**src/sdadc_regs.vh**
```
// register map, field positions, modes and reset values of the delta-sigma sequencer
`ifndef SDADC_REGS_VH
`define SDADC_REGS_VH
// register byte offsets
`define OFS_CTRL 5'h00
`define OFS_STATUS 5'h04
`define OFS_RESULT 5'h08
`define OFS_IRQ_STAT 5'h0c
`define OFS_IRQ_MASK 5'h10
`define OFS_RATIO 5'h14
// control fields
`define CTRL_START 0
`define CTRL_STOP 1
`define CTRL_MODE_LO 2
`define CTRL_MODE_HI 3
`define CTRL_RES_LO 4
`define CTRL_RES_HI 5
`define CTRL_SHIFT_LO 8
`define CTRL_SHIFT_HI 13
// status fields
`define STAT_DONE 0
`define STAT_BUSY 1
`define STAT_VALID 2
// interrupt fields
`define IRQ_EOC 0
`define IRQ_OVR 1
// modes
`define MODE_SINGLE 2'h0
`define MODE_CONT 2'h1
`define MODE_MULTI 2'h2
`define MODE_TURBO 2'h3
// resolutions
`define RES_8 2'h0
`define RES_12 2'h1
`define RES_16 2'h2
`define RES_20 2'h3
// result masks per resolution
`define MASK_8 20'h000ff
`define MASK_12 20'h00fff
`define MASK_16 20'h0ffff
`define MASK_20 20'hfffff
// decimator outputs that only prime the pipeline
`define PRIME_CONV 2'h3
// reset values
`define MODE_RST 2'h0
`define RES_RST 2'h0
`define SHIFT_RST 6'h00
`define MASK_RST 2'h0
`define RATIO_RST 12'h040
`endif

```
**src/sigma_delta_adc_sequencer.v**
```verilog
// delta-sigma converter sequencer with decimator and avalon register slave
`timescale 1ns/10ps
`default_nettype none
`include "sdadc_regs.vh"
module sigma_delta_adc_sequencer #(
  parameter ACC_W = 49,
  parameter RW = 12
) (
  // clock, reset, enable
  input wire mclk,
  input wire nrst,
  input wire ce,
  // avalon-mm slave
  input wire [4:0] avs_address,
  input wire avs_read,
  input wire avs_write,
  input wire [31:0] avs_writedata,
  input wire [3:0] avs_byteenable,
  output reg [31:0] avs_readdata,
  output wire avs_waitrequest,
  // modulator side
  input wire mod_valid,
  input wire mod_bit,
  output reg mod_rst,
  // hardware start and input selection change
  input wire soc_in,
  input wire sel_changed,
  // completion and interrupt
  output wire eoc_out,
  output wire irq
);
  // sequencer states
  localparam [1:0] ST_IDLE = 2'h0; // standby
  localparam [1:0] ST_CONV = 2'h1; // converting
  localparam [1:0] ST_HOLD = 2'h2; // single result waiting for read

  reg [1:0] state_q; // sequencer state
  reg [1:0] pcnt_q; // decimator outputs since last clear
  reg [1:0] mode_q; // conversion mode
  reg [1:0] res_q; // resolution select
  reg [5:0] shift_q; // result alignment shift
  reg [RW-1:0] ratio_q; // decimation ratio
  reg [19:0] result_q; // last published result
  reg done_q; // completion status
  reg [1:0] istat_q; // sticky interrupt status
  reg [1:0] imask_q; // interrupt mask
  reg soc_q; // previous start input
  reg ack_q; // bus answer phase
  reg clr_q; // decimator clear request
  reg start_req; // start bit written this access
  reg stop_req; // stop bit written this access

  wire dec_valid; // decimator word ready
  wire [ACC_W-1:0] dec_data; // decimator word
  wire [31:0] bmask; // byte-lane mask of the write
  wire wr_acc = avs_write & ack_q & ce; // write accepted this edge
  wire rd_acc = avs_read & ack_q & ce; // read accepted this edge
  wire soc_rise = soc_in & ~soc_q; // hardware start edge
  wire rd_result = rd_acc & (avs_address == `OFS_RESULT);
  wire trigger = soc_rise | start_req; // one trigger per event
  wire busy = (state_q != ST_IDLE);
  wire primed = (pcnt_q == `PRIME_CONV); // pipeline holds four samples
  wire publish = (state_q == ST_CONV) & dec_valid & primed & ~sel_changed;
  wire [ACC_W-1:0] shifted = dec_data >> shift_q;
  reg [19:0] res_mask; // result bits kept for the resolution
  reg [31:0] rdata_d; // read mux

  // byte lanes of a write
  assign bmask = {{8{avs_byteenable[3]}}, {8{avs_byteenable[2]}},
                  {8{avs_byteenable[1]}}, {8{avs_byteenable[0]}}};

  // first cycle of a request waits, second cycle answers
  // a frozen clock enable keeps the master waiting, so no access is lost
  assign avs_waitrequest = (avs_read | avs_write) & ~(ack_q & ce);

  // completion output and interrupt level
  assign eoc_out = done_q;
  assign irq = |(istat_q & imask_q);

  // decode start and stop bits from an accepted control write
  always @* begin
    start_req = 1'b0;
    stop_req = 1'b0;
    if (wr_acc && avs_address == `OFS_CTRL && avs_byteenable[0]) begin
      start_req = avs_writedata[`CTRL_START];
      stop_req = avs_writedata[`CTRL_STOP];
    end
  end

  // result width per resolution
  always @* begin
    case (res_q)
      `RES_8: res_mask = `MASK_8;
      `RES_12: res_mask = `MASK_12;
      `RES_16: res_mask = `MASK_16;
      default: res_mask = `MASK_20;
    endcase
  end

  // register read mux, unmapped reads as zero
  always @* begin
    rdata_d = 32'h0000_0000;
    case (avs_address)
      `OFS_CTRL: begin
        rdata_d[`CTRL_MODE_HI:`CTRL_MODE_LO] = mode_q;
        rdata_d[`CTRL_RES_HI:`CTRL_RES_LO] = res_q;
        rdata_d[`CTRL_SHIFT_HI:`CTRL_SHIFT_LO] = shift_q;
      end
      `OFS_STATUS: begin
        rdata_d[`STAT_DONE] = done_q;
        rdata_d[`STAT_BUSY] = busy;
        rdata_d[`STAT_VALID] = primed;
      end
      `OFS_RESULT: rdata_d[19:0] = result_q;
      `OFS_IRQ_STAT: rdata_d[1:0] = istat_q;
      `OFS_IRQ_MASK: rdata_d[1:0] = imask_q;
      `OFS_RATIO: rdata_d[RW-1:0] = ratio_q;
      default: rdata_d = 32'h0000_0000;
    endcase
  end

  // bus answer phase and registered read data
  always @(posedge mclk) begin
    if (!nrst) begin
      ack_q <= 1'b0;
      avs_readdata <= 32'h0000_0000;
    end else if (ce) begin
      // answer one cycle after the request, then drop
      ack_q <= (avs_read | avs_write) & ~ack_q;
      if (avs_read && !ack_q) begin
        avs_readdata <= rdata_d;
      end
    end
  end

  // software-written configuration
  always @(posedge mclk) begin
    if (!nrst) begin
      mode_q <= `MODE_RST;
      res_q <= `RES_RST;
      shift_q <= `SHIFT_RST;
      imask_q <= `MASK_RST;
      ratio_q <= `RATIO_RST;
    end else if (wr_acc) begin
      case (avs_address)
        `OFS_CTRL: begin
          // mode and resolution sit in lane 0, shift in lane 1
          if (avs_byteenable[0]) begin
            mode_q <= avs_writedata[`CTRL_MODE_HI:`CTRL_MODE_LO];
            res_q <= avs_writedata[`CTRL_RES_HI:`CTRL_RES_LO];
          end
          if (avs_byteenable[1]) begin
            shift_q <= avs_writedata[`CTRL_SHIFT_HI:`CTRL_SHIFT_LO];
          end
        end
        `OFS_IRQ_MASK: begin
          if (avs_byteenable[0]) begin
            imask_q <= avs_writedata[1:0];
          end
        end
        `OFS_RATIO: begin
          // keep lanes that are not enabled
          ratio_q <= (ratio_q & ~bmask[RW-1:0]) | (avs_writedata[RW-1:0] & bmask[RW-1:0]);
        end
        default: begin
          // other offsets hold no writable configuration
        end
      endcase
    end
  end

  // previous start input for edge detection
  always @(posedge mclk) begin
    if (!nrst) begin
      soc_q <= 1'b0;
    end else if (ce) begin
      soc_q <= soc_in;
    end
  end

  // conversion sequencer
  always @(posedge mclk) begin
    if (!nrst) begin
      state_q <= ST_IDLE;
      pcnt_q <= 2'h0;
      clr_q <= 1'b1;
      mod_rst <= 1'b1;
      result_q <= 20'h00000;
    end else if (ce) begin
      clr_q <= 1'b0;
      mod_rst <= 1'b0;
      // a new selection restarts the four-sample validity count
      if (sel_changed && state_q == ST_CONV) begin
        pcnt_q <= 2'h0;
      end else if (state_q == ST_CONV && dec_valid && !primed) begin
        pcnt_q <= pcnt_q + 2'h1;
      end
      if (publish) begin
        result_q <= shifted[19:0] & res_mask;
      end
      case (state_q)
        ST_IDLE: begin
          // standby, a trigger clears converter and decimator
          if (trigger) begin
            state_q <= ST_CONV;
            pcnt_q <= 2'h0;
            clr_q <= 1'b1;
            mod_rst <= 1'b1;
          end
        end
        ST_CONV: begin
          // triggers are ignored here, stop or a single-mode result leaves
          if (stop_req) begin
            state_q <= ST_IDLE;
          end else if (publish) begin
            case (mode_q)
              `MODE_SINGLE: begin
                state_q <= ST_HOLD;
              end
              `MODE_CONT: begin
                // keep pipeline, next word is a result again
                state_q <= ST_CONV;
              end
              `MODE_MULTI: begin
                pcnt_q <= 2'h0;
                clr_q <= 1'b1;
                mod_rst <= 1'b1;
              end
              default: begin
                // turbo: full re-prime below 17 bits, else one reset per result
                pcnt_q <= (res_q == `RES_20) ? `PRIME_CONV : 2'h0;
                clr_q <= 1'b1;
                mod_rst <= 1'b1;
              end
            endcase
          end
        end
        ST_HOLD: begin
          // single result waits for transfer, then standby
          if (rd_result || !done_q || stop_req) begin
            state_q <= ST_IDLE;
          end
        end
        default: begin
          state_q <= ST_IDLE;
        end
      endcase
    end
  end

  // completion flag, cleared by the result read, set wins
  always @(posedge mclk) begin
    if (!nrst) begin
      done_q <= 1'b0;
    end else if (ce) begin
      if (publish) begin
        done_q <= 1'b1;
      end else if (rd_result) begin
        done_q <= 1'b0;
      end
    end
  end

  // sticky interrupt status, write one to clear, set wins
  always @(posedge mclk) begin
    if (!nrst) begin
      istat_q <= 2'h0;
    end else if (ce) begin
      if (wr_acc && avs_address == `OFS_IRQ_STAT && avs_byteenable[0]) begin
        istat_q <= istat_q & ~avs_writedata[1:0];
      end
      if (publish) begin
        istat_q[`IRQ_EOC] <= 1'b1;
        // new result while previous still unread
        if (done_q && !rd_result) begin
          istat_q[`IRQ_OVR] <= 1'b1;
        end
      end
    end
  end

  // decimation filter on the modulator bitstream
  sinc4_decimator #(
    .ACC_W(ACC_W),
    .RW(RW)
  ) u_dec (
    .mclk(mclk),
    .nrst(nrst),
    .ce(ce),
    .clr(clr_q),
    .in_valid(mod_valid & (state_q != ST_IDLE)),
    .in_bit(mod_bit),
    .ratio(ratio_q),
    .out_valid(dec_valid),
    .out_data(dec_data)
  );
endmodule
`default_nettype wire

```
**src/sinc4_decimator.v**
```verilog
// fourth-order sinc decimator turning the modulator bitstream into words
`timescale 1ns/10ps
`default_nettype none
module sinc4_decimator #(
  parameter ACC_W = 49,
  parameter RW = 12
) (
  // clock, reset, enable
  input wire mclk,
  input wire nrst,
  input wire ce,
  // pipeline clear
  input wire clr,
  // oversampled bitstream
  input wire in_valid,
  input wire in_bit,
  // decimation ratio
  input wire [RW-1:0] ratio,
  // parallel output
  output reg out_valid,
  output reg [ACC_W-1:0] out_data
);
  wire [ACC_W-1:0] istage [0:4]; // integrator chain
  wire [ACC_W-1:0] cstage [0:4]; // comb chain
  reg [RW-1:0] cnt_q; // input bits in this output period
  wire [RW:0] cnt_p1 = {1'b0, cnt_q} + {{RW{1'b0}}, 1'b1};
  wire tick = ce & in_valid & (cnt_p1 >= {1'b0, ratio}); // last bit of period
  assign istage[0] = {{(ACC_W-1){1'b0}}, in_bit};
  assign cstage[0] = istage[4];
  genvar i;
  // four integrators and four combs give the sinc^4 response
  generate
    for (i = 1; i <= 4; i = i + 1) begin : stg
      reg [ACC_W-1:0] acc_q; // integrator
      reg [ACC_W-1:0] dly_q; // comb delay
      // running sum including the current bit, so the fourth word after a clear is settled
      assign istage[i] = acc_q + istage[i-1];
      assign cstage[i] = cstage[i-1] - dly_q;
      always @(posedge mclk) begin
        if (!nrst || (ce && clr)) begin
          acc_q <= {ACC_W{1'b0}};
          dly_q <= {ACC_W{1'b0}};
        end else if (ce && in_valid) begin
          acc_q <= istage[i];
          if (tick) begin
            dly_q <= cstage[i-1];
          end
        end
      end
    end
  endgenerate
  // period counter and output register
  always @(posedge mclk) begin
    if (!nrst || (ce && clr)) begin
      cnt_q <= {RW{1'b0}};
      out_valid <= 1'b0;
      out_data <= {ACC_W{1'b0}};
    end else if (ce) begin
      out_valid <= tick;
      if (in_valid) begin
        cnt_q <= tick ? {RW{1'b0}} : cnt_p1[RW-1:0];
      end
      if (tick) begin
        out_data <= cstage[4];
      end
    end
  end
endmodule
`default_nettype wire
```
**config.mk**
```make
export PLATFORM = sky130hd
export DESIGN_NAME = sigma_delta_adc_sequencer
export DESIGN_NICKNAME = d
export VERILOG_FILES = /design/src/sigma_delta_adc_sequencer.v /design/src/sinc4_decimator.v
export VERILOG_INCLUDE_DIRS = /design/src
export SDC_FILE = /design/constraint.sdc
export NUM_CORES = 2
export LEC_CHECK = 0
export BUFFER_PORTS_ARGS = -buffer_cell sky130_fd_sc_hd__clkbuf_2
export CORE_UTILIZATION = 45
export DETAILED_ROUTE_END_ITERATION = 10
export HOLD_SLACK_MARGIN = 0.02
export PLACE_DENSITY_LB_ADDON = 0.1
export SETUP_SLACK_MARGIN = 0.3
export SLEW_MARGIN = 15
export SYNTH_ARGS = -nofsm -noshare
export SYNTH_HDL_FRONTEND = slang
export SYNTH_SLANG_ARGS = --single-unit
```
**constraint.sdc**
```tcl
create_clock -name mclk -period 17.57 [get_ports mclk]
set_clock_uncertainty 0.05 [all_clocks]
set_input_delay 1.757 -clock mclk [delete_from_list [all_inputs] [get_ports mclk]]
set_output_delay 1.757 -clock mclk [all_outputs]
set_load 0.1 [all_outputs]
```
* Word level (Yosys, flattened, before mapping)
Cells that the tools add are included.
** Word-level totals
- Flip-flop bits (word level) :: 528
- Bits in latches :: 0
- Memory bits (writable) :: 0
- Bits in read-only memories :: 0
- Bits of input ports :: 50
- Logic and storage cells :: 159
- Memories :: 0
** Operators by class
- $add $sub $neg :: 10
- Multiply operators :: 0
- Divide/modulo/power cells :: 0
- $lt $le $gt $ge :: 1
- Equality and inequality tests :: 17
- Shifts and indexed selects :: 1
- Multiplexer cells :: 35
- Bitwise gates (word level) :: 29
- Reduce and logical (&&, ||, !) cells :: 40
** Operators by type and width (count)
- 49-bit subtractor :: 4
- 49-bit adder :: 3
- 20-bit one-hot mux with 3 select lines :: 1
- 49-bit by 1-bit adder with 49-bit output :: 1
- 49-bit by 6-bit right shift with 20-bit output :: 1
- 12-bit AND :: 2
- 2-bit two-way mux :: 12
- 20-bit AND :: 1
- 2-bit one-hot mux with 2 select lines :: 5
- 2-bit AND reduction :: 8
- 1-bit AND :: 15
- 12-bit by 1-bit adder with 13-bit output, second input constant :: 1
- 13-bit by 12-bit >= comparator with 1-bit output :: 1
- 12-bit two-way mux :: 1
- 12-bit NOT :: 1
- 12-bit bitwise OR :: 1
- 4-bit one-hot mux with 3 select lines :: 1
- 1-bit logical AND :: 11
- 2-bit == test, second input constant :: 5
- 5-bit by 4-bit == test with 1-bit output, second input constant :: 2
- 5-bit == test, second input constant :: 2
- 2-bit one-hot mux with 5 select lines :: 1
- 1-bit two-way mux :: 9
- 3-bit one-hot mux with 3 select lines :: 1
- 22 further kinds :: 43

* Logic depth before layout (Yosys ltp)
- Word-level depth :: 9
- Mapped depth :: 79

* Modules after synthesis
From an unflattened synthesis, not the netlist that was laid out.
** Second synthesis, totals
- Cells, all modules :: 5400
- Area, all modules :: 40925.5 sq um
** Modules (own cells, without submodules)
- sinc4_decimator :: times used 1, cells each 4584, area an instance 34087.7 sq um
- sigma_delta_adc_sequencer :: times used 1, cells each 816, area an instance 6837.8 sq um

* Least setup slack after synthesis
No wires, ideal clock.
- Path kind :: input port to flip-flop
- From :: in mod_bit
- To :: reg u_dec.out_data[48]
- Setup time :: 0.121 ns
- Data arrival time :: 14.520 ns
- Data required time :: 17.399 ns
- Path slack :: 2.879 ns
- Stages on the path :: 75
- Path buffers :: 2
- Cell sequence :: ha_1 -> nand3_1 -> or3_1 -> clkbuf_1 -> nor3_1 -> and2_1 -> nand2_1 -> xnor2_1 -> ha_1 -> nand4_1 -> nor3_1 -> o211ai_1 -> nand3_1 -> a21o_1 -> nand2_1 -> a21boi_0 -> nor2_1 -> ha_1 -> [... 39 more ...] -> inv_1 -> nor2_1 -> nand2_1 -> o21ai_0 -> or2_2 -> a31oi_1 -> o2bb2ai_1 -> o21bai_1 -> a21oi_1 -> xnor2_1 -> ha_1 -> nand3_1 -> or4b_1 -> nand4_1 -> or3b_1 -> a21oi_1 -> o31a_1 -> nor3_2
** RTL lines
- start, declared :: line sigma_delta_adc_sequencer.v:23 : input wire mod_bit,
- end signal, assigned :: line sinc4_decimator.v:57 : out_data <= {ACC_W{1'b0}};
- end signal, assigned :: line sinc4_decimator.v:64 : out_data <= cstage[4];
- end, declared :: line sinc4_decimator.v:21 : output reg [ACC_W-1:0] out_data

==> results.json <==
{
  "cts_sinks": 528,
  "register_area_um2": 10570,
  "layout_common_cells": "nand2_1 (944), a21oi_1 (705), dfxtp_1 (526)",
  "vias_per_cell": 5.348,
  "io_pins": 86,
  "rr_worst_depth": 70,
  "die_h_um": 299.8,
  "slew_headroom": 0.3170,
  "critPathMostFrequentCell": "a21oi_1",
  "synth_edf_count": 0,
  "routed-wl-met2_um": 44250,
  "layout_min_cycle_time_ns": 16.07,
  "final_common_cell": "nand2_1",
  "drive_gt1_frac": 0.05698,
  "grt_antenna_before_repair": 0,
  "endpoint_kind": "flop",
  "min_to": "u_dec.stg[3].dly_q[17]$_SDFFE_PP0P_",
  "m1WireLength_um": 44950,
  "ys_types": 106,
  "r2r_end": "u_dec.out_data[48]$_SDFFE_PP0P_",
  "synth_area_leaders": "dfxtp_1 (26%), ha_1 (11%), nand2_1 (8.9%)",
  "drv_cap": 0,
  "ys_ff_latch": 528,
  "power_leakage_nw": 17.27,
  "setup_viol": 0,
  "synth_top_area_share": 0.2649,
  "clk_pin_slew_ns": 0.05,
  "min_path_cells": 2,
  "first_iter_violations": 1654,
  "grt_pass1_wl_um": 158200,
  "numCtsBuffers": 70,
  "cp-start-kind": "input pin",
  "gr-total-overflow": 0,
  "worstMarginPinSlew_ns": 1.023,
  "worst_slack_ns": 1.499,
  "hold_class": "flop to flop",
  "clk_path_buf_depth": 3,
  "grt_use_total": 0.2061,
  "syn_avg_cell_area_um2": 7.570,
  "finalPower_mw": 6.531,
  "holdWs_ns": 0.4004,
  "worstHoldStart": "u_dec.stg[3].dly_q[17]$_SDFFE_PP0P_",
  "power.density_nw_per_um2": 150.5,
  "yosys.area.top_type": "dfxtp_1",
  "num_antenna_cells": 0,
  "fillCellCount": 8816,
  "slew_violations": 0,
  "layout.nets": 5610,
  "drc": 0,
  "grt_max_degree": 198,
  "yosysWarningCount": 0,
  "via_count": 34240,
  "rows": 108,
  "maxUsedRoutingLayer": "met4",
  "outcome": "finished, final reports clean",
  "die_area_um2": 89880,
  "synth_seq_area_share": 0.2649,
  "r2r_start": "u_dec.stg[1].acc_q[0]$_SDFFE_PP0P_",
  "postRouteAntennaNets": 0,
  "wl_um": 93950,
  "synth_cells": 5272,
  "synthArstFlopShare": 0,
  "max_clock_freq_mhz": 62.22,
  "io_buffers": 53,
  "final-hold-violation-count": 0,
  "multi_input_area_um2": 27310,
  "crit_arrival_ns": 16.51,
  "path_class": "input pin to flop",
  "reg2reg_setup_slack_ns": 2.48,
  "htree_levels": 3,
  "cts_tree": "done",
  "grt_pass1_vias": 32250,
  "place.gp.congestion": 0.8807,
  "worstPathRequired_ns": 18.01,
  "place_ws_ns": 0.7439,
  "ir_worst_vdd_mv": 0.1152,
  "wl_met3_um": 2147,
  "synth_flop_cell": "dfxtp_1",
  "start_util": 0.4572,
  "post-dp-hpwl_um": 67140,
  "clock_latency_ns": 0.62,
  "worstPathMaxFanout": 6,
  "rsz0062_at_grt": "no",
  "die_w_um": 299.8,
  "syn_area_um2": 39910,
  "drt_first_pass_iters": 6,
  "syn_to_final_growth_pct": 8.732,
  "cp-startpoint": "mod_bit",
  "slowest_delay_ns": 0.49,
  "slowest_stage": "or3_1",
  "coreArea_um2": 87290,
  "final.setup.tns_ns": 0,
  "detail_route.wl_per_cell_um": 14.68,
  "hold_buffers": 0,
  "fin_crit_sh": 0.9147,
  "utilization": 0.4971,
  "cts-root-buf": "clkbuf_16"
}
==> worst max-delay path, delay by kind of cell <==
family          cells  cell delay, ns
simple gates       25            5.31
fa+ha+maj           8            2.62
xor+xnor            6            1.05
compound gates     31            5.62
buf+inv             1            0.14
==> what timing repair did <==
| item | CTS | global route |
|---|---|---|
| setup endpoints to repair | 0 | 1 |
| resized for setup | 0 | 6 |
| buffers inserted | 0 | 0 |
==> Yosys cell counts (8+ instances only) <==
cell type	number
nand2b_1	54
mux4_2	42
a21o_1	176
nand4_1	41
o211ai_1	32
nor2_1	310
a211o_1	11
clkbuf_1	192
a22o_1	10
buf_4	14
or3_1	33
a221oi_1	14
o211a_1	8
nor3_1	57
ha_1	354
nor2b_1	89
o21a_1	33
dfxtp_1	528
nand2_1	946
a31oi_1	31
xor2_1	151
mux2i_1	64
a211oi_1	74
buf_1	24
xnor2_1	245
o21bai_1	61
o31ai_1	11
o22ai_1	14
a22oi_1	24
and3_1	60
or2_2	14
inv_1	310
o21ai_0	194
a21boi_0	31
nand3_1	109
nor3b_1	15
nor4_1	8
a21oi_1	707
and2_1	27
==> cell type report <==
| class | count | share of cell area |
|---|---|---|
| clock buffers | 103 | 0.04887 |
| clock inverters | 17 | 0.005998 |
| inverters | 313 | 0.02708 |
| multi-input cells | 4206 | 0.6295 |
| flip-flops and latches | 528 | 0.2436 |
| well taps | 1155 | 0.03330 |
| repair buffers | 80 | 0.01165 |
==> how the worst max path moves through the flow <==
stage	to	slack, ns
4_1_cts	u_dec.out_data[48]$_SDFFE_PP0P_	1.35
3_5_place_dp	u_dec.out_data[48]$_SDFFE_PP0P_	0.74
3_3_place_gp	u_dec.out_data[48]$_SDFFE_PP0P_	0.73
2_1_floorplan	u_dec.out_data[48]$_SDFFE_PP0P_	2.88
6_report	u_dec.out_data[48]$_SDFFE_PP0P_	1.50
5_1_grt	u_dec.out_data[48]$_SDFFE_PP0P_	0.29
==> where the power goes <==
part           leakage [nW]  total, mW  internal, mW  switching [mW]
sequential             4.25       1.20          1.20         0.00246
clock                  1.17       1.49         0.921           0.566
combinational          11.8       3.84          1.68            2.16
total                  17.3       6.53          3.80            2.73
==> stage by stage <==
stage | cell area (µm²) | cells
2_1_floorplan | 39950 | 5283
3_3_place_gp | 40990 | 6282
3_5_place_dp | 40990 | 6282
4_1_cts | 43370 | 6402
5_1_grt | 43390 | 6402
6_report | 43390 | 6402
==> state kept, by name, indices dropped and copies added, names as in the netlist, 2 cells and up, named ones only <==
name	count
u_dec.stg.acc_q	196
u_dec.stg.dly_q	196
u_dec.out_data	49
avs_readdata	20
result_q	20
u_dec.cnt_q	12
shift_q	6
imask_q	2
istat_q	2
mode_q	2
pcnt_q	2
res_q	2
state_q	2
==> cells by family after synthesis <==
kind of cell / count (synthesis) / share of synthesized area
buffers and inverters: 549 / 0.05314
AOI/OAI and AO/OA: 1519 / 0.2344
DFF: 528 / 0.2649
muxes: 114 / 0.04229
adders and majority gates: 361 / 0.1145
xor gates and xnor gates: 399 / 0.08891
and+or+nand+nor: 1801 / 0.2018
other: 1 / 0.00009397
==> layer usage <==
layer  track usage  up-vias
met5             0        -
met4       0.06560        0
met3       0.02211      149
met2        0.3628      391
met1        0.2619    15460
li1              -    18240
Power figures use the tool's default switching activity.
